--- src/rtl/uafc_pkg.sv ---
// Constants and register map of the flow-controlled serial port
package uafc_pkg;
  localparam int ADDR_W = 12;
  localparam logic [11:0] OFF_TASK_RX_START = 12'h000;
  localparam logic [11:0] OFF_TASK_RX_STOP = 12'h004;
  localparam logic [11:0] OFF_TASK_TX_START = 12'h008;
  localparam logic [11:0] OFF_TASK_TX_STOP = 12'h00c;
  localparam logic [11:0] OFF_TASK_PAUSE = 12'h01c;
  localparam logic [11:0] OFF_EV_PEER_CLEAR = 12'h100;
  localparam logic [11:0] OFF_EV_PEER_NOT_CLEAR = 12'h104;
  localparam logic [11:0] OFF_EV_RX_READY = 12'h108;
  localparam logic [11:0] OFF_EV_TX_READY = 12'h11c;
  localparam logic [11:0] OFF_EV_LINE_FAULT = 12'h124;
  localparam logic [11:0] OFF_EV_RX_TIMEOUT = 12'h144;
  localparam logic [11:0] OFF_EVENT_TASK_LINKS = 12'h200;
  localparam logic [11:0] OFF_IRQ_ENABLE_SET = 12'h304;
  localparam logic [11:0] OFF_IRQ_ENABLE_CLEAR = 12'h308;
  localparam logic [11:0] OFF_FAULT_CAUSE = 12'h480;
  localparam logic [11:0] OFF_PORT_ENABLE = 12'h500;
  localparam logic [11:0] OFF_PIN_SEL_REQ = 12'h508;
  localparam logic [11:0] OFF_PIN_SEL_TX = 12'h50c;
  localparam logic [11:0] OFF_PIN_SEL_CLEAR = 12'h510;
  localparam logic [11:0] OFF_PIN_SEL_RX = 12'h514;
  localparam logic [11:0] OFF_RECEIVE_BYTE = 12'h518;
  localparam logic [11:0] OFF_TRANSMIT_BYTE = 12'h51c;
  localparam logic [11:0] OFF_BIT_RATE = 12'h524;
  localparam logic [11:0] OFF_FRAME_FLOW = 12'h56c;
  // Field positions
  localparam int PSEL_DISC_BIT = 31;
  localparam int CFG_FLOW_BIT = 0;
  localparam int CFG_PARITY_BIT = 1;
  localparam int CFG_TWO_STOP_BIT = 2;
  localparam int CFG_ODD_BIT = 3;
  localparam int LINK_CTS_RXSTART_BIT = 0;
  localparam int LINK_NCTS_RXSTOP_BIT = 1;
  localparam int FLT_OVERRUN_BIT = 0;
  localparam int FLT_PARITY_BIT = 1;
  localparam int FLT_FRAMING_BIT = 2;
  localparam int FLT_BREAK_BIT = 3;
  // Reset values and counts
  localparam logic [3:0] ENABLE_ON = 4'h4;
  localparam logic [31:0] PSEL_RESET = 32'hffffffff;
  localparam logic [15:0] BIT_RATE_RESET = 16'h0364;
  localparam logic [2:0] FIFO_DEPTH = 3'h6;
  localparam logic [2:0] RTS_OFF_LEVEL = 3'h2;
  localparam logic [7:0] RX_TIMEOUT_BITS = 8'h37;
  localparam logic [3:0] FRAME_BASE_BITS = 4'ha;
  localparam logic [1:0] RESP_OKAY = 2'h0;
  localparam logic [1:0] RESP_SLVERR = 2'h2;
endpackage

--- src/rtl/uafc_uart.sv ---
// Serial port with six-byte receive queue, flow control and AXI4-Lite registers
//
// The AXI4-Lite register port was left to the implementer.
`timescale 1ns/1ns
module uafc_uart
  import uafc_pkg::*;
(
  input wire logic core_clk,
  input wire logic rstn,
  input wire logic [ADDR_W-1:0] s_axi_awaddr,
  input wire logic [2:0] s_axi_awprot,
  input wire logic s_axi_awvalid,
  output logic s_axi_awready,
  input wire logic [31:0] s_axi_wdata,
  input wire logic [3:0] s_axi_wstrb,
  input wire logic s_axi_wvalid,
  output logic s_axi_wready,
  output logic [1:0] s_axi_bresp,
  output logic s_axi_bvalid,
  input wire logic s_axi_bready,
  input wire logic [ADDR_W-1:0] s_axi_araddr,
  input wire logic [2:0] s_axi_arprot,
  input wire logic s_axi_arvalid,
  output logic s_axi_arready,
  output logic [31:0] s_axi_rdata,
  output logic [1:0] s_axi_rresp,
  output logic s_axi_rvalid,
  input wire logic s_axi_rready,
  input wire logic rxd_in,
  input wire logic cts_n_in,
  output logic txd_out,
  output logic txd_oe_n,
  output logic rts_n_out,
  output logic rts_oe_n
);

  typedef struct packed {
    logic aw_got;
    logic w_got;
    logic [ADDR_W-1:0] awaddr;
    logic [31:0] wdata;
    logic [3:0] wstrb;
    logic bvalid;
    logic [1:0] bresp;
    logic rvalid;
    logic [1:0] rresp;
    logic [31:0] rdata;
    logic ev_cts;
    logic ev_ncts;
    logic ev_rxrdy;
    logic ev_txrdy;
    logic ev_err;
    logic ev_receiver_timeout_event;
    logic [1:0] links;
    logic [31:0] irq_en;
    logic [3:0] fault;
    logic [3:0] enable;
    logic [31:0] psel_rts;
    logic [31:0] psel_txd;
    logic [31:0] psel_cts;
    logic [31:0] psel_rxd;
    logic [15:0] baud;
    logic [3:0] cfg;
    logic tx_on;
    logic tx_pend;
    logic [7:0] tx_hold;
    logic tx_busy;
    logic [11:0] tx_shift;
    logic [3:0] tx_left;
    logic [15:0] tx_cnt;
    logic rx_on;
    logic rx_drain;
    logic [31:0] rx_tmo;
    logic rx_busy;
    logic [15:0] rx_cnt;
    logic [3:0] rx_idx;
    logic [7:0] rx_data;
    logic [31:0] low_cnt;
    logic brk_done;
    logic [5:0][7:0] fifo;
    logic [2:0] wr_ptr;
    logic [2:0] rd_ptr;
    logic [2:0] count;
    logic rxd_val;
    logic [7:0] rxd_byte;
    logic rts_block;
    logic cts_prev;
    logic rts_n;
  } uafc_state_s;

  uafc_state_s q;
  uafc_state_s d;

  function automatic logic [31:0] uafc_merge(input logic [31:0] old, input logic [31:0] nw,
                                             input logic [3:0] strb);
    logic [31:0] r;
    r = old;
    for (int i = 0; i < 4; i++) begin
      if (strb[i]) begin
        r[i*8 +: 8] = nw[i*8 +: 8];
      end
    end
    return r;
  endfunction

  function automatic logic [2:0] uafc_next(input logic [2:0] p);
    return (p == FIFO_DEPTH - 3'h1) ? 3'h0 : p + 3'h1;
  endfunction

  // Bits of a whole frame, start and stop bits included
  function automatic logic [3:0] uafc_frame_bits(input logic [3:0] cfg);
    return FRAME_BASE_BITS + {3'h0, cfg[CFG_PARITY_BIT]} + {3'h0, cfg[CFG_TWO_STOP_BIT]};
  endfunction

  logic port_en;
  logic flow;
  logic rxd_eff;
  logic cts_eff;
  logic [15:0] div;
  logic wr_fire;
  logic t_rx_start, t_rx_stop, t_tx_start, t_tx_stop, t_pause;
  logic push;
  logic rx_bit;
  logic [31:0] frame_cycles;
  logic [31:0] wv;

  assign port_en = (q.enable == ENABLE_ON);
  assign flow = q.cfg[CFG_FLOW_BIT];
  assign div = (q.baud < 16'h0002) ? 16'h0002 : q.baud;
  assign rxd_eff = (port_en && !q.psel_rxd[PSEL_DISC_BIT]) ? rxd_in : 1'b1;
  // A disconnected clear-to-send is treated as permanently active
  assign cts_eff = (port_en && flow && !q.psel_cts[PSEL_DISC_BIT]) ? cts_n_in : 1'b0;
  assign frame_cycles = 32'(div) * 32'(uafc_frame_bits(q.cfg));
  assign wr_fire = q.aw_got && q.w_got && !q.bvalid;
  assign wv = uafc_merge(32'h0, q.wdata, q.wstrb);
  assign t_rx_start = wr_fire && q.awaddr == OFF_TASK_RX_START && wv[0];
  assign t_rx_stop = wr_fire && q.awaddr == OFF_TASK_RX_STOP && wv[0];
  assign t_tx_start = wr_fire && q.awaddr == OFF_TASK_TX_START && wv[0];
  assign t_tx_stop = wr_fire && q.awaddr == OFF_TASK_TX_STOP && wv[0];
  assign t_pause = wr_fire && q.awaddr == OFF_TASK_PAUSE && wv[0];

  assign s_axi_awready = !q.aw_got && !q.bvalid;
  assign s_axi_wready = !q.w_got && !q.bvalid;
  assign s_axi_bvalid = q.bvalid;
  assign s_axi_bresp = q.bresp;
  assign s_axi_arready = !q.rvalid;
  assign s_axi_rvalid = q.rvalid;
  assign s_axi_rdata = q.rdata;
  assign s_axi_rresp = q.rresp;
  assign txd_out = q.tx_shift[0];
  assign txd_oe_n = !(port_en && !q.psel_txd[PSEL_DISC_BIT]);
  assign rts_n_out = q.rts_n;
  assign rts_oe_n = !(port_en && !q.psel_rts[PSEL_DISC_BIT]);

  always_comb begin
    logic sw_set_rx, sw_stop_rx;
    logic [7:0] cmp;
    logic stop_ok;
    sw_set_rx = 1'b0;
    sw_stop_rx = 1'b0;
    cmp = 8'h0;
    stop_ok = 1'b0;
    push = 1'b0;
    rx_bit = rxd_eff;
    d = q;

    // Bus handshakes
    if (s_axi_awvalid && s_axi_awready) begin
      d.aw_got = 1'b1;
      d.awaddr = s_axi_awaddr;
    end
    if (s_axi_wvalid && s_axi_wready) begin
      d.w_got = 1'b1;
      d.wdata = s_axi_wdata;
      d.wstrb = s_axi_wstrb;
    end
    if (q.bvalid && s_axi_bready) begin
      d.bvalid = 1'b0;
    end
    if (q.rvalid && s_axi_rready) begin
      d.rvalid = 1'b0;
    end

    // Register writes; hardware sets later in this process win over clears
    if (wr_fire) begin
      d.aw_got = 1'b0;
      d.w_got = 1'b0;
      d.bvalid = 1'b1;
      d.bresp = RESP_OKAY;
      case (q.awaddr)
        OFF_TASK_RX_START, OFF_TASK_RX_STOP, OFF_TASK_TX_START,
        OFF_TASK_TX_STOP, OFF_TASK_PAUSE: d.bresp = RESP_OKAY;
        OFF_EV_PEER_CLEAR: d.ev_cts = wv[0];
        OFF_EV_PEER_NOT_CLEAR: d.ev_ncts = wv[0];
        OFF_EV_RX_READY: d.ev_rxrdy = wv[0];
        OFF_EV_TX_READY: d.ev_txrdy = wv[0];
        OFF_EV_LINE_FAULT: d.ev_err = wv[0];
        OFF_EV_RX_TIMEOUT: d.ev_receiver_timeout_event = wv[0];
        OFF_EVENT_TASK_LINKS: d.links = wv[1:0];
        OFF_IRQ_ENABLE_SET: d.irq_en = q.irq_en | wv;
        OFF_IRQ_ENABLE_CLEAR: d.irq_en = q.irq_en & ~wv;
        OFF_FAULT_CAUSE: d.fault = q.fault & ~wv[3:0];
        OFF_PORT_ENABLE: d.enable = wv[3:0];
        OFF_PIN_SEL_REQ: d.psel_rts = uafc_merge(q.psel_rts, q.wdata, q.wstrb);
        OFF_PIN_SEL_TX: d.psel_txd = uafc_merge(q.psel_txd, q.wdata, q.wstrb);
        OFF_PIN_SEL_CLEAR: d.psel_cts = uafc_merge(q.psel_cts, q.wdata, q.wstrb);
        OFF_PIN_SEL_RX: d.psel_rxd = uafc_merge(q.psel_rxd, q.wdata, q.wstrb);
        OFF_TRANSMIT_BYTE: begin
          d.tx_hold = wv[7:0];
          d.tx_pend = 1'b1;
        end
        OFF_BIT_RATE: d.baud = wv[15:0];
        OFF_FRAME_FLOW: d.cfg = wv[3:0];
        default: d.bresp = RESP_SLVERR;
      endcase
    end

    // Register reads
    if (s_axi_arvalid && s_axi_arready) begin
      d.rvalid = 1'b1;
      d.rresp = RESP_OKAY;
      d.rdata = 32'h0;
      case (s_axi_araddr)
        OFF_TASK_RX_START, OFF_TASK_RX_STOP, OFF_TASK_TX_START,
        OFF_TASK_TX_STOP, OFF_TASK_PAUSE, OFF_TRANSMIT_BYTE: d.rdata = 32'h0;
        OFF_EV_PEER_CLEAR: d.rdata = {31'h0, q.ev_cts};
        OFF_EV_PEER_NOT_CLEAR: d.rdata = {31'h0, q.ev_ncts};
        OFF_EV_RX_READY: d.rdata = {31'h0, q.ev_rxrdy};
        OFF_EV_TX_READY: d.rdata = {31'h0, q.ev_txrdy};
        OFF_EV_LINE_FAULT: d.rdata = {31'h0, q.ev_err};
        OFF_EV_RX_TIMEOUT: d.rdata = {31'h0, q.ev_receiver_timeout_event};
        OFF_EVENT_TASK_LINKS: d.rdata = {30'h0, q.links};
        OFF_IRQ_ENABLE_SET, OFF_IRQ_ENABLE_CLEAR: d.rdata = q.irq_en;
        OFF_FAULT_CAUSE: d.rdata = {28'h0, q.fault};
        OFF_PORT_ENABLE: d.rdata = {28'h0, q.enable};
        OFF_PIN_SEL_REQ: d.rdata = q.psel_rts;
        OFF_PIN_SEL_TX: d.rdata = q.psel_txd;
        OFF_PIN_SEL_CLEAR: d.rdata = q.psel_cts;
        OFF_PIN_SEL_RX: d.rdata = q.psel_rxd;
        OFF_RECEIVE_BYTE: begin
          d.rdata = {24'h0, q.rxd_byte};
          d.rxd_val = 1'b0;
        end
        OFF_BIT_RATE: d.rdata = {16'h0, q.baud};
        OFF_FRAME_FLOW: d.rdata = {28'h0, q.cfg};
        default: d.rresp = RESP_SLVERR;
      endcase
    end

    // Peer clear-to-send edges; links may turn them into receive tasks
    d.cts_prev = cts_eff;
    if (q.cts_prev && !cts_eff) begin
      d.ev_cts = 1'b1;
      sw_set_rx = q.links[LINK_CTS_RXSTART_BIT];
    end
    if (!q.cts_prev && cts_eff) begin
      d.ev_ncts = 1'b1;
      sw_stop_rx = q.links[LINK_NCTS_RXSTOP_BIT];
    end

    // Transmitter
    if (t_tx_start) begin
      d.tx_on = 1'b1;
    end
    if (t_pause) begin
      d.tx_on = 1'b0;
    end
    if (t_tx_stop) begin
      d.tx_on = 1'b0;
      d.tx_busy = 1'b0;
      d.tx_shift = 12'hfff;
    end else if (q.tx_busy) begin
      // Frame runs to its end regardless of clear-to-send or pause
      if (q.tx_cnt == div - 16'h1) begin
        d.tx_cnt = 16'h0;
        d.tx_shift = {1'b1, q.tx_shift[11:1]};
        d.tx_left = q.tx_left - 4'h1;
        if (q.tx_left == 4'h1) begin
          d.tx_busy = 1'b0;
          d.ev_txrdy = 1'b1;
        end
      end else begin
        d.tx_cnt = q.tx_cnt + 16'h1;
      end
    end else if (q.tx_on && q.tx_pend && port_en && !cts_eff) begin
      d.tx_pend = 1'b0;
      d.tx_busy = 1'b1;
      d.tx_cnt = 16'h0;
      d.tx_left = uafc_frame_bits(q.cfg);
      if (q.cfg[CFG_PARITY_BIT]) begin
        d.tx_shift = {2'b11, ^q.tx_hold ^ q.cfg[CFG_ODD_BIT], q.tx_hold, 1'b0};
      end else begin
        d.tx_shift = {3'b111, q.tx_hold, 1'b0};
      end
    end

    // Receiver run control
    if (t_rx_start || sw_set_rx) begin
      d.rx_on = 1'b1;
      d.rx_drain = 1'b0;
    end else if ((t_rx_stop || t_pause || sw_stop_rx) && q.rx_on) begin
      d.rx_on = 1'b0;
      d.rx_drain = 1'b1;
      d.rx_tmo = 32'(div) * 32'(RX_TIMEOUT_BITS);
    end else if (q.rx_drain) begin
      // Late bytes are still taken until the window closes
      if (q.rx_tmo == 32'h0) begin
        d.rx_drain = 1'b0;
        d.ev_receiver_timeout_event = 1'b1;
      end else begin
        d.rx_tmo = q.rx_tmo - 32'h1;
      end
    end

    // Receive framing
    if (!q.rx_busy) begin
      if ((q.rx_on || q.rx_drain) && !rx_bit) begin
        d.rx_busy = 1'b1;
        // Start is seen one cycle late, so one less lands on the bit centre
        d.rx_cnt = {1'b0, div[15:1]} - 16'h1;
        d.rx_idx = 4'h0;
      end
    end else if (q.rx_cnt != 16'h0) begin
      d.rx_cnt = q.rx_cnt - 16'h1;
    end else begin
      d.rx_cnt = div - 16'h1;
      d.rx_idx = q.rx_idx + 4'h1;
      if (q.rx_idx == 4'h0) begin
        d.rx_busy = !rx_bit; // Glitch on the start bit is dropped
      end else if (q.rx_idx <= 4'h8) begin
        d.rx_data = {rx_bit, q.rx_data[7:1]};
      end else if (q.rx_idx == 4'h9 && q.cfg[CFG_PARITY_BIT]) begin
        cmp = q.rx_data;
        if (rx_bit != (^cmp ^ q.cfg[CFG_ODD_BIT])) begin
          d.fault[FLT_PARITY_BIT] = 1'b1;
          d.ev_err = 1'b1;
        end
      end else begin
        // Only the first stop bit is checked so the next start is not missed
        stop_ok = rx_bit;
        d.rx_busy = 1'b0;
        push = 1'b1;
        if (!stop_ok) begin
          d.fault[FLT_FRAMING_BIT] = 1'b1;
          d.ev_err = 1'b1;
        end
      end
    end

    // Break: framing fault is seen at the stop bit, at least half a bit time before this fires
    if (rx_bit) begin
      d.low_cnt = 32'h0;
      d.brk_done = 1'b0;
    end else if (q.low_cnt != 32'hffffffff) begin
      d.low_cnt = q.low_cnt + 32'h1;
    end
    if (!rx_bit && !q.brk_done && q.low_cnt > frame_cycles && (q.rx_on || q.rx_drain)) begin
      d.brk_done = 1'b1;
      d.fault[FLT_BREAK_BIT] = 1'b1;
      d.ev_err = 1'b1;
    end

    // Queue: move head into the receive byte, then take the new byte
    if (!d.rxd_val && q.count != 3'h0) begin
      d.rxd_byte = q.fifo[q.rd_ptr];
      d.rxd_val = 1'b1;
      d.ev_rxrdy = 1'b1;
      d.rd_ptr = uafc_next(q.rd_ptr);
      d.count = q.count - 3'h1;
    end
    if (push) begin
      if (d.count == FIFO_DEPTH) begin
        // Full queue: newest slot is overwritten, older bytes kept
        d.fifo[(q.wr_ptr == 3'h0) ? FIFO_DEPTH - 3'h1 : q.wr_ptr - 3'h1] = q.rx_data;
        d.fault[FLT_OVERRUN_BIT] = 1'b1;
        d.ev_err = 1'b1;
      end else begin
        d.fifo[q.wr_ptr] = q.rx_data;
        d.wr_ptr = uafc_next(q.wr_ptr);
        d.count = d.count + 3'h1;
      end
    end

    // Request-to-send
    if (d.count >= RTS_OFF_LEVEL) begin
      d.rts_block = 1'b1;
    end else if (d.count == 3'h0 && !d.rxd_val) begin
      d.rts_block = 1'b0;
    end
    d.rts_n = flow && (!d.rx_on || d.rts_block);

    if (!port_en) begin
      d.tx_busy = 1'b0;
      d.tx_shift = 12'hfff;
      d.rx_busy = 1'b0;
    end
  end

  always_ff @(posedge core_clk or negedge rstn) begin
    if (!rstn) begin
      q <= '0;
      q.psel_rts <= PSEL_RESET;
      q.psel_txd <= PSEL_RESET;
      q.psel_cts <= PSEL_RESET;
      q.psel_rxd <= PSEL_RESET;
      q.baud <= BIT_RATE_RESET;
      q.tx_shift <= 12'hfff;
    end else begin
      q <= d;
    end
  end

endmodule // uafc_uart

--- config.mk ---
export PLATFORM = sky130hd
export DESIGN_NAME = uafc_uart
export DESIGN_NICKNAME = d
export VERILOG_FILES = /design/src/rtl/uafc_pkg.sv /design/src/rtl/uafc_uart.sv
export SDC_FILE = /design/constraint.sdc
export NUM_CORES = 1
export LEC_CHECK = 0
export CORE_AREA = 4 4 168 333
export DETAILED_ROUTE_END_ITERATION = 6
export DIE_AREA = 0 0 172 337
export DONT_BUFFER_PORTS = 1
export PLACE_DENSITY = 0.78
export SLEW_MARGIN = 20
export SYNTH_ARGS = -nofsm -noshare
export SYNTH_HDL_FRONTEND = slang
export SYNTH_SLANG_ARGS = --single-unit
--- constraint.sdc ---
create_clock -name core_clk -period 11.42 [get_ports core_clk]
set_clock_uncertainty 0.1 [all_clocks]
set_input_delay 1.713 -clock core_clk [delete_from_list [all_inputs] [get_ports core_clk]]
set_output_delay 1.713 -clock core_clk [all_outputs]
set_load 0.01 [all_outputs]
Yosys cells after proc, flatten, opt, wreduce, memory -nomap -nowiden
Cells that the tools add are included.
Cells by class
  add/sub/neg operators: 15
  multiply operators: 2
  $lt $le $gt $ge: 9
  eq/ne operators: 59
  multiplexer cells: 145
  bitwise operators: 12
  reductions and logical operators: 127
Operators with widths (count)
  32-bit one-hot mux with 17 select lines: 1
  12-bit by 11-bit equality test with 1-bit output, second input constant: 19
  32-bit two-way mux: 7
  8-bit two-way mux: 25
  196-bit two-way mux: 1
  12-bit by 9-bit equality test with 1-bit output, second input constant: 12
  33-bit two-way mux: 4
  48-bit bitwise mux: 2
  12-bit by 10-bit equality test with 1-bit output, second input constant: 6
  1-bit two-way mux: 67
  16-bit two-way mux: 4
  32-bit one-hot mux with 2 select lines: 1
  3-bit AND reduction: 18
  8-bit demux with 3-bit select: 2
  12-bit by 4-bit equality test with 1-bit output, second input constant: 4
  48-bit two-way mux: 1
  21-bit two-way mux: 2
  1-bit logical AND: 40
  2-bit nonzero test: 18
  35-bit two-way mux: 1
  32-bit by 1-bit adder with 32-bit output, second input constant: 1
  32-bit bitwise AND: 1
  32-bit by 20-bit greater-than comparator with 1-bit output: 1
  32-bit logical NOT: 1
  other kinds (57): 130
Storage, ports and cells
  flip-flop bits (word level): 492
  input bits: 75
  output and inout port bits: 45
  logic and storage cells: 438

Depth between registers and ports, before layout
Gate-level depths: netlist (run 1).
  depth after elaboration: 15
  depth in mapped cells: 28
  depth with buffers taken out: 27

Worst setup path after synthesis (run 1)
Ideal clock, no wire load.
  kind: reg2reg
  start: register q[226] (netlist name)
  end: register q[363] (netlist name)
  library setup time: 83 ps
  arrival time: 5886 ps
  required time: 11237 ps
  slack: 5351 ps
  cell stages (with the launch flop): 28
  path buffers: 2
  clock period less this slack: 6069 ps
  path through: dfrtp_1 -> inv_1 -> ha_1 -> nor4b_1 -> a41o_1 -> buf_2 -> inv_1 -> clkbuf_1 -> xnor2_1 -> ha_1 -> inv_1 -> fa_1 -> inv_1 -> fa_1 -> a21oi_1 -> o21ai_0 -> o41ai_1 -> o21ai_0 -> o21ai_0 -> o211ai_1 -> a21oi_1 -> xor2_1 -> ha_1 -> nand4_1 -> or3_1 -> a2111oi_0 -> o211ai_1 -> o21ai_0
Between the ends
  cells in the longest elaborated chain, start to end: 8
  elaborated cells between the ends (all ways): 10
  classes of those cells: 1 x mul; 2 x order compare; 2 x mux; 5 x reduce/logical
Ends and longest elaborated chain
  start: declaration: line uafc_uart.sv:91  | uafc_state_s q;
  16-bit by 2-bit less-than comparator with 1-bit output: line uafc_uart.sv:129  | assign div = (q.baud < 16'h0002) ? 16'h0002 : q.baud;
  16-bit two-way mux (*): line uafc_uart.sv:129
  16-bit by 4-bit multiplier with 20-bit output (*): line uafc_uart.sv:133  | assign frame_cycles = 32'(div) * 32'(uafc_frame_bits(q.cfg));
  32-bit by 20-bit greater-than comparator with 1-bit output (*): line uafc_uart.sv:357  | if (!rx_bit && !q.brk_done && q.low_cnt > frame_cycles && (q.rx_on || q.rx_drain)) begin
  1-bit logical AND (*) (2 in a row): line uafc_uart.sv:357
  2-bit nonzero test (no source line)
  2-bit AND reduction (no source line)
Mark *: on every way between the ends. The rest lies on a longest branch, timed or not.
A chain may end at the register's enable or synchronous reset.

==> impl_results.md, run 1 <==
- Number of global-route vias before repair: 23515
- DRC Markers: 0
- Layout cells sized above 1: 18.6%
- H-tree lvl count: 2
- Die Wd: 172 um
- Yosys top cell area share: between 20% and 30%
- Min Tclk post-route: approximately 8.0 ns
- Routed Antenna Nets: 0
- Tcrit/Tclk final: 69.8%
- Ys Warns: 0
- Gr ovfl total: 0
- Static Leakage: about 13 nW
- CTS sink count: just under 500
- Total wire length: 82.3 mm
- Worst-skew pair later-pin latency: 0.59 ns
- Largest cells by area after synthesis: dfrtp_1 30%, dfstp_2 13%, mux2_2 9.0%
- Starting density of the core: between 50% and 60%
- Die height: 337 um
- Dpl hpwl: 60.4 mm
- Hold Crit Class: register to register
- Crit path required time: between 10 and 15 ns
- Register area share after synthesis: 42.6%
- DRT Pass-1 Iters: 5
- Max VDD drop: ~170 uV
- # rows: 120
- DR vias: between 20000 and 25000
- Nets: 3051
- CORE AREA: 53500 um2
- Area added between synthesis and finish: 6.28%
- Tightest Pin Transition: 1.19 ns
- Commonest non-fill, non-tap cells in the layout: 344 x dfrtp_1, 263 x nand2_1, 232 x mux2_2
- Max stage delay on crit path: 0.78 ns
- Post-CTS Hold Buffers: 0
- Clk slew on worst S/H paths: 0.07 ns
- Kind of critical path: register to register
- Crit. End Element: register
- Power Density: around 130 nW/um2
- Max stage delay cell, worst path: o211ai_1
- Crit path launch: q[227]$_DFFE_PN0P_
- CP startpoint kind: register
- Most common cell after layout, fill and taps aside: dfrtp_1
- Top FF cell, synth: dfrtp_1
- FFs w/ async S/R, synth: 100%
- Largest net degree at the start of global routing: 491
- EDFF count, synth: 0
- Drt wl/cell: around 24 um
- Post CTS Setup Buffer Count: 0
- DR iter-0 viols: 1911
- IO Port Bufs: 0
- Resize count post-CTS: 0
- Root Buffer: clkbuf_16
- Mapped Area: 29200 um2
- Mean post-synth cell area: 10.0 um2
- TritonCTS clock tree: done
- Final TNS setup: 0 ns
- Slew Viols, Final: 0
- Finish-stage setup viols: 0
- DR vias/cell: 6.43
- Total GRT Usage: 28.5%
- Seq cells post-synth: 490
- Num CTS Buffers: 46
- Distinct cells, synth: 89
- GPL Wtd Cong: 1.01
- WP data arrival: 8.29 ns
- Initial antenna violation count: 2
- Area of the die: 58000 um2
- Clock tree buffer depth: 3
- Overall Power: between 4 and 5 mW
- Slew headroom: between 20% and 30%
- Max cap viols: 0
- FILL cells: roughly 4400
- Peak Freq: 126 MHz
- Syn Inst Count: 2909
- I/O Pins: 120
- RSZ-0062 raised after global routing: no
- Synth area leader: dfrtp_1
- Crit-path max FO: 8
- Hold_sp: q[161]$_DFFE_PN0P_
- Number of hold violations in the final report: 0
- Global-route wire length before repair: 130 mm
- Status: completed
- Crit-path most repeated cell: o21ai_0
- R2R Path Start: q[227]$_DFFE_PN0P_
==> sequential cells by signal, summed over array words and instances (netlist names), named ones only <==
name          flops
q               419
s_axi_rdata      32
flow              1
rts_n_out         1
s_axi_bresp       1
s_axi_bvalid      1
s_axi_rresp       1
s_axi_rvalid      1
txd_out           1
==> report_power, final <==
group	total [mW]	switching [mW]	leakage [nW]	internal (mW)
sequential	2.10	0.226	5.88	1.87
combinational	0.450	0.263	6.74	0.188
clock	1.62	0.713	0.792	0.909
total	4.17	1.20	13.4	2.97
==> synth_stat cells (10+ instances only) <==
cell type	n
a222oi_1	20
xnor2_1	86
mux2i_1	22
buf_1	10
or4_1	14
o21a_1	10
a22o_1	22
fa_1	64
buf_2	10
o21ai_0	177
xor2_1	38
nand2_1	263
o211ai_1	13
a221oi_1	23
or3_1	20
o31ai_1	20
nand4_1	38
nand3_1	54
a21o_1	24
ha_1	123
a21oi_1	139
a22oi_1	37
nand2b_1	31
dfrtp_1	345
buf_4	36
a221o_1	10
nor2_1	233
nor4_1	36
clkbuf_1	140
mux2_2	232
and2_1	24
and3_1	22
dfstp_2	145
nor3_1	59
a31oi_1	49
inv_1	153
==> area by class of cell <==
type,instances,area [um2],share of cell area (%)
antenna,2,5.00,0.0161
clock buffer,62,1310,4.23
clock inverter,23,280,0.904
inverter,154,578,1.86
multi-input combinational,2069,15300,49.3
sequential,490,12400,40.1
tap,671,840,2.71
timing repair buffer,28,250,0.807
==> stage by stage <==
stage / instance area, um2 / setup slack [ns] / util (%) / hold WS, ns / std cells
floorplan: 29200 / 5.35 / - / 0.338 / 2910
global placement: 29400 / 3.57 / 54.9 / 0.354 / 3410
detailed placement: 29400 / 3.54 / 54.9 / 0.362 / 3410
CTS: 31000 / 3.49 / 57.9 / 0.374 / 3495
global route: 31000 / 2.78 / 58.0 / 0.398 / 3497
finish: 31000 / 3.45 / 58.0 / 0.374 / 3499
==> cell families after synthesis <==
family / after synthesis / share of synthesized area [%]
fa+ha+maj: 187 / 9.66
flops: 490 / 42.6
buf+inv: 351 / 5.03
other cells: 2 / 0.0257
mux: 262 / 10.3
compound gates: 635 / 14.3
xor+xnor: 127 / 3.95
simple gates: 855 / 14.1
==> worst paths after layout <==
path | to | slack [ns] | depth (start not counted)
worst max register to register | q[399]$_DFF_PN0_ | 3.45 | 26
worst min-delay path | q[161]$_DFFE_PN0P_ | 0.37 | 2
worst min register to register | q[161]$_DFFE_PN0P_ | 0.37 | 2
worst max-delay path | q[399]$_DFF_PN0_ | 3.45 | 26
min in group asynchronous | q[19]$_DFFE_PN0P_ | 0.72 | 0
max in group asynchronous | asynchronous set/reset pin | 8.34 | 2
==> worst max-delay path, delay by kind of cell (launching register included) <==
kind,cells,cell delay (ns)
buf+inv,3,0.26
compound gates,12,3.52
xor+xnor,2,0.32
fa+ha+maj,5,1.72
flops,1,0.52
simple gates,4,1.34
==> layer usage <==
metal	share of wire [%]	wire [um]	global-route usage, %
met3	6.0	4940	5.40
met1	33	27500	29.4
met4	8.0	6580	19.3
met2	53	43200	51.1
met5	0	0	0
Note: power is estimated with default switching activity, not from simulation.
==> run 2: changes to the inputs <==
==> constraint.sdc (replaced) <==
create_clock -name core_clk -period 7.9 [get_ports core_clk]
set_clock_uncertainty 0.1 [all_clocks]
set_input_delay 1.185 -clock core_clk [delete_from_list [all_inputs] [get_ports core_clk]]
set_output_delay 1.185 -clock core_clk [all_outputs]
set_load 0.01 [all_outputs]
==> run 2 against run 1 <==
Net effect:
- the run now ends with max-slew violations left
- critical endpoint unchanged
- non-clock buffer count rose by 9
- sequential share of layout area rose by 0.080 points
- worst setup slack got worse by 2.8 ns
- core utilization fell by 0.12 points
- register-to-register slack got worse by 2.8 ns
- first-iteration DRC count fell by 1.3%
- power rose by 41%
- via count rose by 0.40%
- combinational power rose by 37%
==> impl_results.md, run 2 (synthesized netlist as in run 1, its figures left out) <==
- Status: finished with violations
- Failing checks: max-slew violations
- H-tree lvl count: 2 (unchanged)
- DRC Markers: 0 (unchanged)
- TritonCTS clock tree: done
- Crit-path max FO: 10 (+2)
- Area of the die: 58000 um2 (unchanged)
- Final TNS setup: 0 ns (unchanged)
- Starting density of the core: 54.6% (unchanged)
- Slew Viols, Final: 218 (+218)
- GPL Wtd Cong: 1.02 (+0.76%)
- Slew headroom: -17.6% (-38 points)
- Crit. End Element: register
- Min Tclk post-route: 7.24 ns (-0.728 ns)
- # rows: 120 (unchanged)
- Crit-path most repeated cell: o21ai_0
- Power Density: 191 nW/um2 (+42%)
- Nets: 3059 (+0.26%)
- Total GRT Usage: 28.4% (-0.029 points)
- Static Leakage: 13.4 nW (-0.18%)
- Max stage delay on crit path: 0.56 ns (-0.22 ns)
- CORE AREA: 53500 um2 (unchanged)
- Hold Crit Class: input port to asynchronous set/reset pin
- Max cap viols: 0 (unchanged)
- Peak Freq: 138 MHz (+10%)
- R2R Path Start: q[222]$_DFFE_PN0P_
- IO Port Bufs: 0 (unchanged)
- Tightest Pin Transition: 1.76 ns (+0.574 ns)
- Max layer used: met4
- I/O Pins: 120 (unchanged)
- FILL cells: 4415 (+0.68%)
- Die Wd: 172 um (unchanged)
- Max VDD drop: 297 uV (+71%)
- RSZ-0062 raised after global routing: no
- Layout cells sized above 1: 18.8% (+0.24 points)
- Max stage delay cell, worst path: dfrtp_1
- Max FFs per register: 419 (unchanged)
- Num CTS Buffers: 45 (-2.2%)
- Dpl hpwl: 60.9 mm (+0.83%)
- DR vias/cell: 6.44 (+0.20%)
- Root Buffer: clkbuf_16
- Routed wire length on met3: 5.23 mm (+5.9%)
- Number of global-route vias before repair: 23723 (+0.88%)
- Total wire length: 82.6 mm (+0.44%)
- Reg2reg path depth: 25 (-3.8%)
- Clock tree buffer depth: 3 (unchanged)
- CP startpoint kind: register
- Crit path required time: 8.30 ns (-3.44 ns)
- Initial antenna violation count: 1 (-1)
- Overall Power: 5.90 mW (+41%)
- Global-route wire length before repair: 129 mm (-0.17%)
- DRT Pass-1 Iters: 5 (unchanged)
- Commonest non-fill, non-tap cells in the layout: 345 x dfrtp_1, 263 x nand2_1, 232 x mux2_2
- Tcrit/Tclk final: 91.6% (+22 points)
- Most flops, register: q
- Resize count post-CTS: 0 (unchanged)
- CTS sink count: 490 (unchanged)
- Kind of critical path: register to register
- Finish-stage setup viols: 0 (unchanged)
- R2R Setup Slk: 0.66 ns (-2.79 ns)
- Worst-skew pair later-pin latency: 0.59 ns (about the same)
- Most common cell after layout, fill and taps aside: dfrtp_1
- WP data arrival: 7.64 ns (-0.65 ns)
- Die height: 337 um (unchanged)
- Gr ovfl total: 0 (unchanged)
- Drt wl/cell: 23.6 um (+0.24%)
- Area added between synthesis and finish: 6.05%
- Routed Antenna Nets: 0 (unchanged)
- Largest net degree at the start of global routing: 491 (unchanged)
- DR vias: 22575 (+0.40%)
- Clk slew on worst S/H paths: 0.07 ns (about the same)
- Post-CTS Hold Buffers: 0 (unchanged)
- Post CTS Setup Buffer Count: 0 (unchanged)
- Worst reg2reg endpoint: q[399]$_DFF_PN0_
- Wl on met1: 27.6 mm (+0.26%)
- DR iter-0 viols: 1887 (-1.3%)
- Number of hold violations in the final report: 0 (unchanged)
- Met2 WL post-DR: 42.5 mm (-1.6%)
run 2: changes by cell type in the layout (fill, tap and decap cells not counted), sizes merged:
cell | before | now
clkbuf | 62 | 56
bufinv | 4 | 3
clkinv | 17 | 14
buf | 28 | 37
clkinvlp | 0 | 5
inv | 156 | 159
run 2: area by class of cell:
class / count / area, um2 / area share (%)
inverters: 154 / 578 / 1.87
repair buffers: 37 / 278 / 0.898
diodes: 2 / 5.00 / 0.0162
well taps: 671 / 840 / 2.71
clock buffers: 56 / 1230 / 3.97
clock inverters: 27 / 274 / 0.885
multi-input cells: 2069 / 15300 / 49.4
flip-flops and latches: 490 / 12400 / 40.2
run 2: critical path, delay by kind of cell (launching register included):
family          cells  cell delay [ns]
simple gates        6             1.92
compound gates     10             2.38
buf+inv             3             0.31
xor+xnor            2             0.25
fa+ha+maj           4             1.58
flops               1             0.56
run 2: worst max-delay path by stage:
| stage | end | startpoint | depth (start not counted) | slack, ns |
|---|---|---|---|---|
| after detailed placement | q[363]$_DFFE_PN0P_ | q[222]$_DFFE_PN0P_ | 25 | 0.67 |
| after global routing | q[399]$_DFF_PN0_ | q[222]$_DFFE_PN0P_ | 25 | 0.11 |
| after CTS | q[399]$_DFF_PN0_ | q[222]$_DFFE_PN0P_ | 25 | 0.65 |
| after floorplan | q[363]$_DFFE_PN0P_ | q[226]$_DFFE_PN0P_ | 27 | 1.83 |
| final | q[399]$_DFF_PN0_ | q[222]$_DFFE_PN0P_ | 25 | 0.66 |
| after global placement | q[363]$_DFFE_PN0P_ | q[222]$_DFFE_PN0P_ | 25 | 0.76 |
run 2: where the power goes:
| part | switching, mW | internal (mW) | total, mW |
|---|---|---|---|
| clock network | 1.04 | 1.22 | 2.26 |
| logic | 0.345 | 0.270 | 0.615 |
| registers | 0.320 | 2.70 | 3.02 |
| total | 1.70 | 4.20 | 5.90 |
run 2: metal layers:
metal | track usage [%] | vias to the layer above
met4 | 20.9 | 0
met5 | 0 | -
met2 | 50.1 | 932
met3 | 5.37 | 353
met1 | 29.5 | 11174
li1 | - | 10116
run 2: metrics by stage:
step                hold slack, ns  cells  util [%]  setup slack, ns  area, um2
detailed placement           0.373   3421      55.1            0.671      29400
finish                       0.190   3506      57.9            0.661      30900
global route                 0.180   3504      57.9            0.113      30900
floorplan                    0.338   2910         -             1.83      29200
CTS                          0.222   3504      57.9            0.649      30900
global placement             0.356   3421      55.1            0.765      29400
==> run 3: changes to the inputs <==
--- a/config.mk
+++ b/config.mk
@@ -9,7 +9,8 @@
 export DETAILED_ROUTE_END_ITERATION = 6
 export DIE_AREA = 0 0 172 337
 export DONT_BUFFER_PORTS = 1
-export PLACE_DENSITY = 0.78
+export MAX_ROUTING_LAYER = met4
+export PLACE_DENSITY_LB_ADDON = 0.05
 export SLEW_MARGIN = 20
 export SYNTH_ARGS = -nofsm -noshare
 export SYNTH_HDL_FRONTEND = slang
==> run 3 against run 2 <==
Net effect:
- the flow still finishes with violations (max-slew violations)
- via count is 1.9% lower
- register-to-register slack improved by 0.25 ns
- sequential share of layout area fell by 0.12 points
- power increased by 2.0%
- critical path depth increased by 2
- first-iteration DRC count down 26%
- clock power up 3%
- critical endpoint unchanged
- largest power group unchanged
- highest routed layer unchanged
==> impl_results.md, run 3 (synthesized netlist as in run 1, its figures left out) <==
- Hold Crit Class: input port to asynchronous set/reset pin
- Num CTS Buffers: 45 (unchanged)
- Static Leakage: 13.4 nW (+0.18%)
- Die height: 337 um (unchanged)
- Register Area: 12400 um2 (about the same)
- Crit-path max FO: 6 (-4)
- Layout cells sized above 1: 18.8% (+0.022 points)
- Final instance area: 31000 um2 (+0.30%)
- Area of the multi-input gates: 15300 um2 (about the same)
- Core Util, Final: 58.1% (+0.17 points)
- Nets: 3061 (+0.065%)
- Post CTS Setup Buffer Count: 0 (unchanged)
- DRC Markers: 0 (unchanged)
- Tcrit/Tclk final: 88.5% (-3.1 points)
- Number of global-route vias before repair: 23046 (-2.9%)
- Gr ovfl total: 0 (unchanged)
- Crit-path most repeated cell: o21ai_0
- Largest net degree at the start of global routing: 491 (unchanged)
- Die Wd: 172 um (unchanged)
- Wl on met1: 29.1 mm (+5.3%)
- Peak Freq: 143 MHz (+3.5%)
- Number of hold violations in the final report: 0 (unchanged)
- Hold_ws: 0.176 ns (-0.0144 ns)
- Cells after DPL: 3422 (+0.029%)
- Crit. End Element: register
- Crit-path leading delay family: compound AO/OA/AOI/OAI gates
- Placed Area: 29400 um2 (about the same)
- Status: finished with violations
- Clk slew on worst S/H paths: 0.07 ns (about the same)
- # rows: 120 (unchanged)
- R2R Setup Slk: 0.91 ns (+0.25 ns)
- GPL Wtd Cong: 1.00 (-1.7%)
- CORE AREA: 53500 um2 (unchanged)
- Drt wl/cell: 24.8 um (+5.3%)
- Routed Antenna Nets: 0 (unchanged)
- Starting density of the core: 54.6% (unchanged)
- Tightest Pin Transition: 2.14 ns (+0.378 ns)
- Max layer used: met4
- Total wire length: 87.2 mm (+5.6%)
- CP startpoint kind: register
- Final TNS setup: 0 ns (unchanged)
- Slew headroom: -42.8% (-25 points)
- Worst Path Buf+Inv: 4 (+1)
- Worst reg2reg endpoint: q[399]$_DFF_PN0_
- Max FFs per register: 419 (unchanged)
- DR iter-0 viols: 1405 (-26%)
- Reg2reg path depth: 27 (+8.0%)
- Power Density: 194 nW/um2 (+1.7%)
- DR vias: 22157 (-1.9%)
- TritonCTS clock tree: done
- RSZ-0062 raised after global routing: no
- I/O Pins: 120 (unchanged)
- IO Port Bufs: 0 (unchanged)
- Most flops, register: q
- Area of the die: 58000 um2 (unchanged)
- DRT Pass-1 Iters: 5 (unchanged)
- Commonest non-fill, non-tap cells in the layout: 344 x dfrtp_1, 262 x nand2_1, 232 x mux2_2
- Clock tree buffer depth: 3 (unchanged)
- DR vias/cell: 6.31 (-2.0%)
- Max stage delay cell, worst path: fa_1
- Met2 WL post-DR: 46.4 mm (+9.1%)
- Max cap viols: 0 (unchanged)
- Failing checks: max-slew violations
- Worst-skew pair later-pin latency: 0.62 ns (+0.03 ns)
- Stages on worst setup path: 27 (+8.0%)
- WP data arrival: 7.41 ns (-0.23 ns)
- Post-CTS Hold Buffers: 0 (unchanged)
- Dpl hpwl: 64.4 mm (+5.8%)
- Routed wire length on met3: 4.01 mm (-23%)
- Max VDD drop: 249 uV (-16%)
- Crit path launch: q[226]$_DFFE_PN0P_
- Total GRT Usage: 31.0% (+2.6 points)
- Layout Cells excl Fill: 3513 (+0.20%)
- Initial antenna violation count: 6 (+5)
- Kind of critical path: register to register
- Global-route wire length before repair: 133 mm (+3.1%)
- Root Buffer: clkbuf_16
- Most common cell after layout, fill and taps aside: dfrtp_1
- H-tree lvl count: 2 (unchanged)
- R2R Path Start: q[226]$_DFFE_PN0P_
- Min Tclk post-route: 6.99 ns (-0.246 ns)
- Slew Viols, Final: 302 (+39%)
- Area added between synthesis and finish: 6.37%
- Finish-stage setup viols: 0 (unchanged)
- CTS sink count: 490 (unchanged)
- FILL cells: 4617 (+4.6%)
- Resize count post-CTS: 0 (unchanged)
- Critical Path Sink: q[399]$_DFF_PN0_
- Max stage delay on crit path: 0.53 ns (-0.03 ns)
- Crit path required time: 8.32 ns (+0.02 ns)
## run 3: cell types whose count changed in the layout (fill, tap and decap cells not counted), moves of 2 or more
cell and change:
diode_2 +5, clkbuf_1 +4, clkinv_2 -3, buf_4 +2
bufinv_16 +2, inv_16 -2, inv_6 -2
## run 3: worst min path at each step
stage,start,to,cells past startpoint
global route,rstn,q[156]$_DFFE_PN0P_,0
global placement,q[162]$_DFFE_PN0P_,q[162]$_DFFE_PN0P_,1
floorplan,q[162]$_DFFE_PN0P_,q[162]$_DFFE_PN0P_,1
finish,rstn,q[156]$_DFFE_PN0P_,0
CTS,rstn,q[132]$_DFFE_PN0P_,0
detailed placement,q[162]$_DFFE_PN0P_,q[162]$_DFFE_PN0P_,1
## run 3: per-stage QoR
| step | power (mW) | setup WS, ns |
|---|---|---|
| 3_3_place_gp | 3.70 | 0.890 |
| 5_1_grt | 6.25 | 0.347 |
| 6_report | 6.01 | 0.907 |
| 4_1_cts | 6.05 | 0.851 |
| 2_1_floorplan | 3.46 | 1.83 |
| 3_5_place_dp | 3.72 | 0.853 |
## run 3: worst register-to-register path, delay by kind of cell (launching register included)
kind,cells,cell delay [ns]
XOR/XNOR,2,0.24
AO/OA/AOI/OAI,10,2.42
buffers and inverters,4,0.50
flip-flops,1,0.46
adder cells (fa/ha/maj),5,1.88
AND/OR/NAND/NOR,6,1.36
## run 3: layout make-up
cell class	count	area share [%]
multi-input combinational	2069	49.3
sequential	490	40.1
clock buffer	62	4.13
tap	671	2.70
inverter	154	1.86
timing repair buffer	39	0.943
clock inverter	21	0.903
antenna	7	0.0564
## run 3: power by group
group / internal (mW) / switching, mW / total (mW)
clock network: 1.31 / 1.01 / 2.32
logic: 0.276 / 0.385 / 0.661
registers: 2.70 / 0.328 / 3.03
## run 3: routing by layer
metal	up-vias	global-route usage [%]
met5	-	-
met4	0	21.4
li1	10127	-
met2	657	55.2
met1	11075	30.0
met3	298	5.15
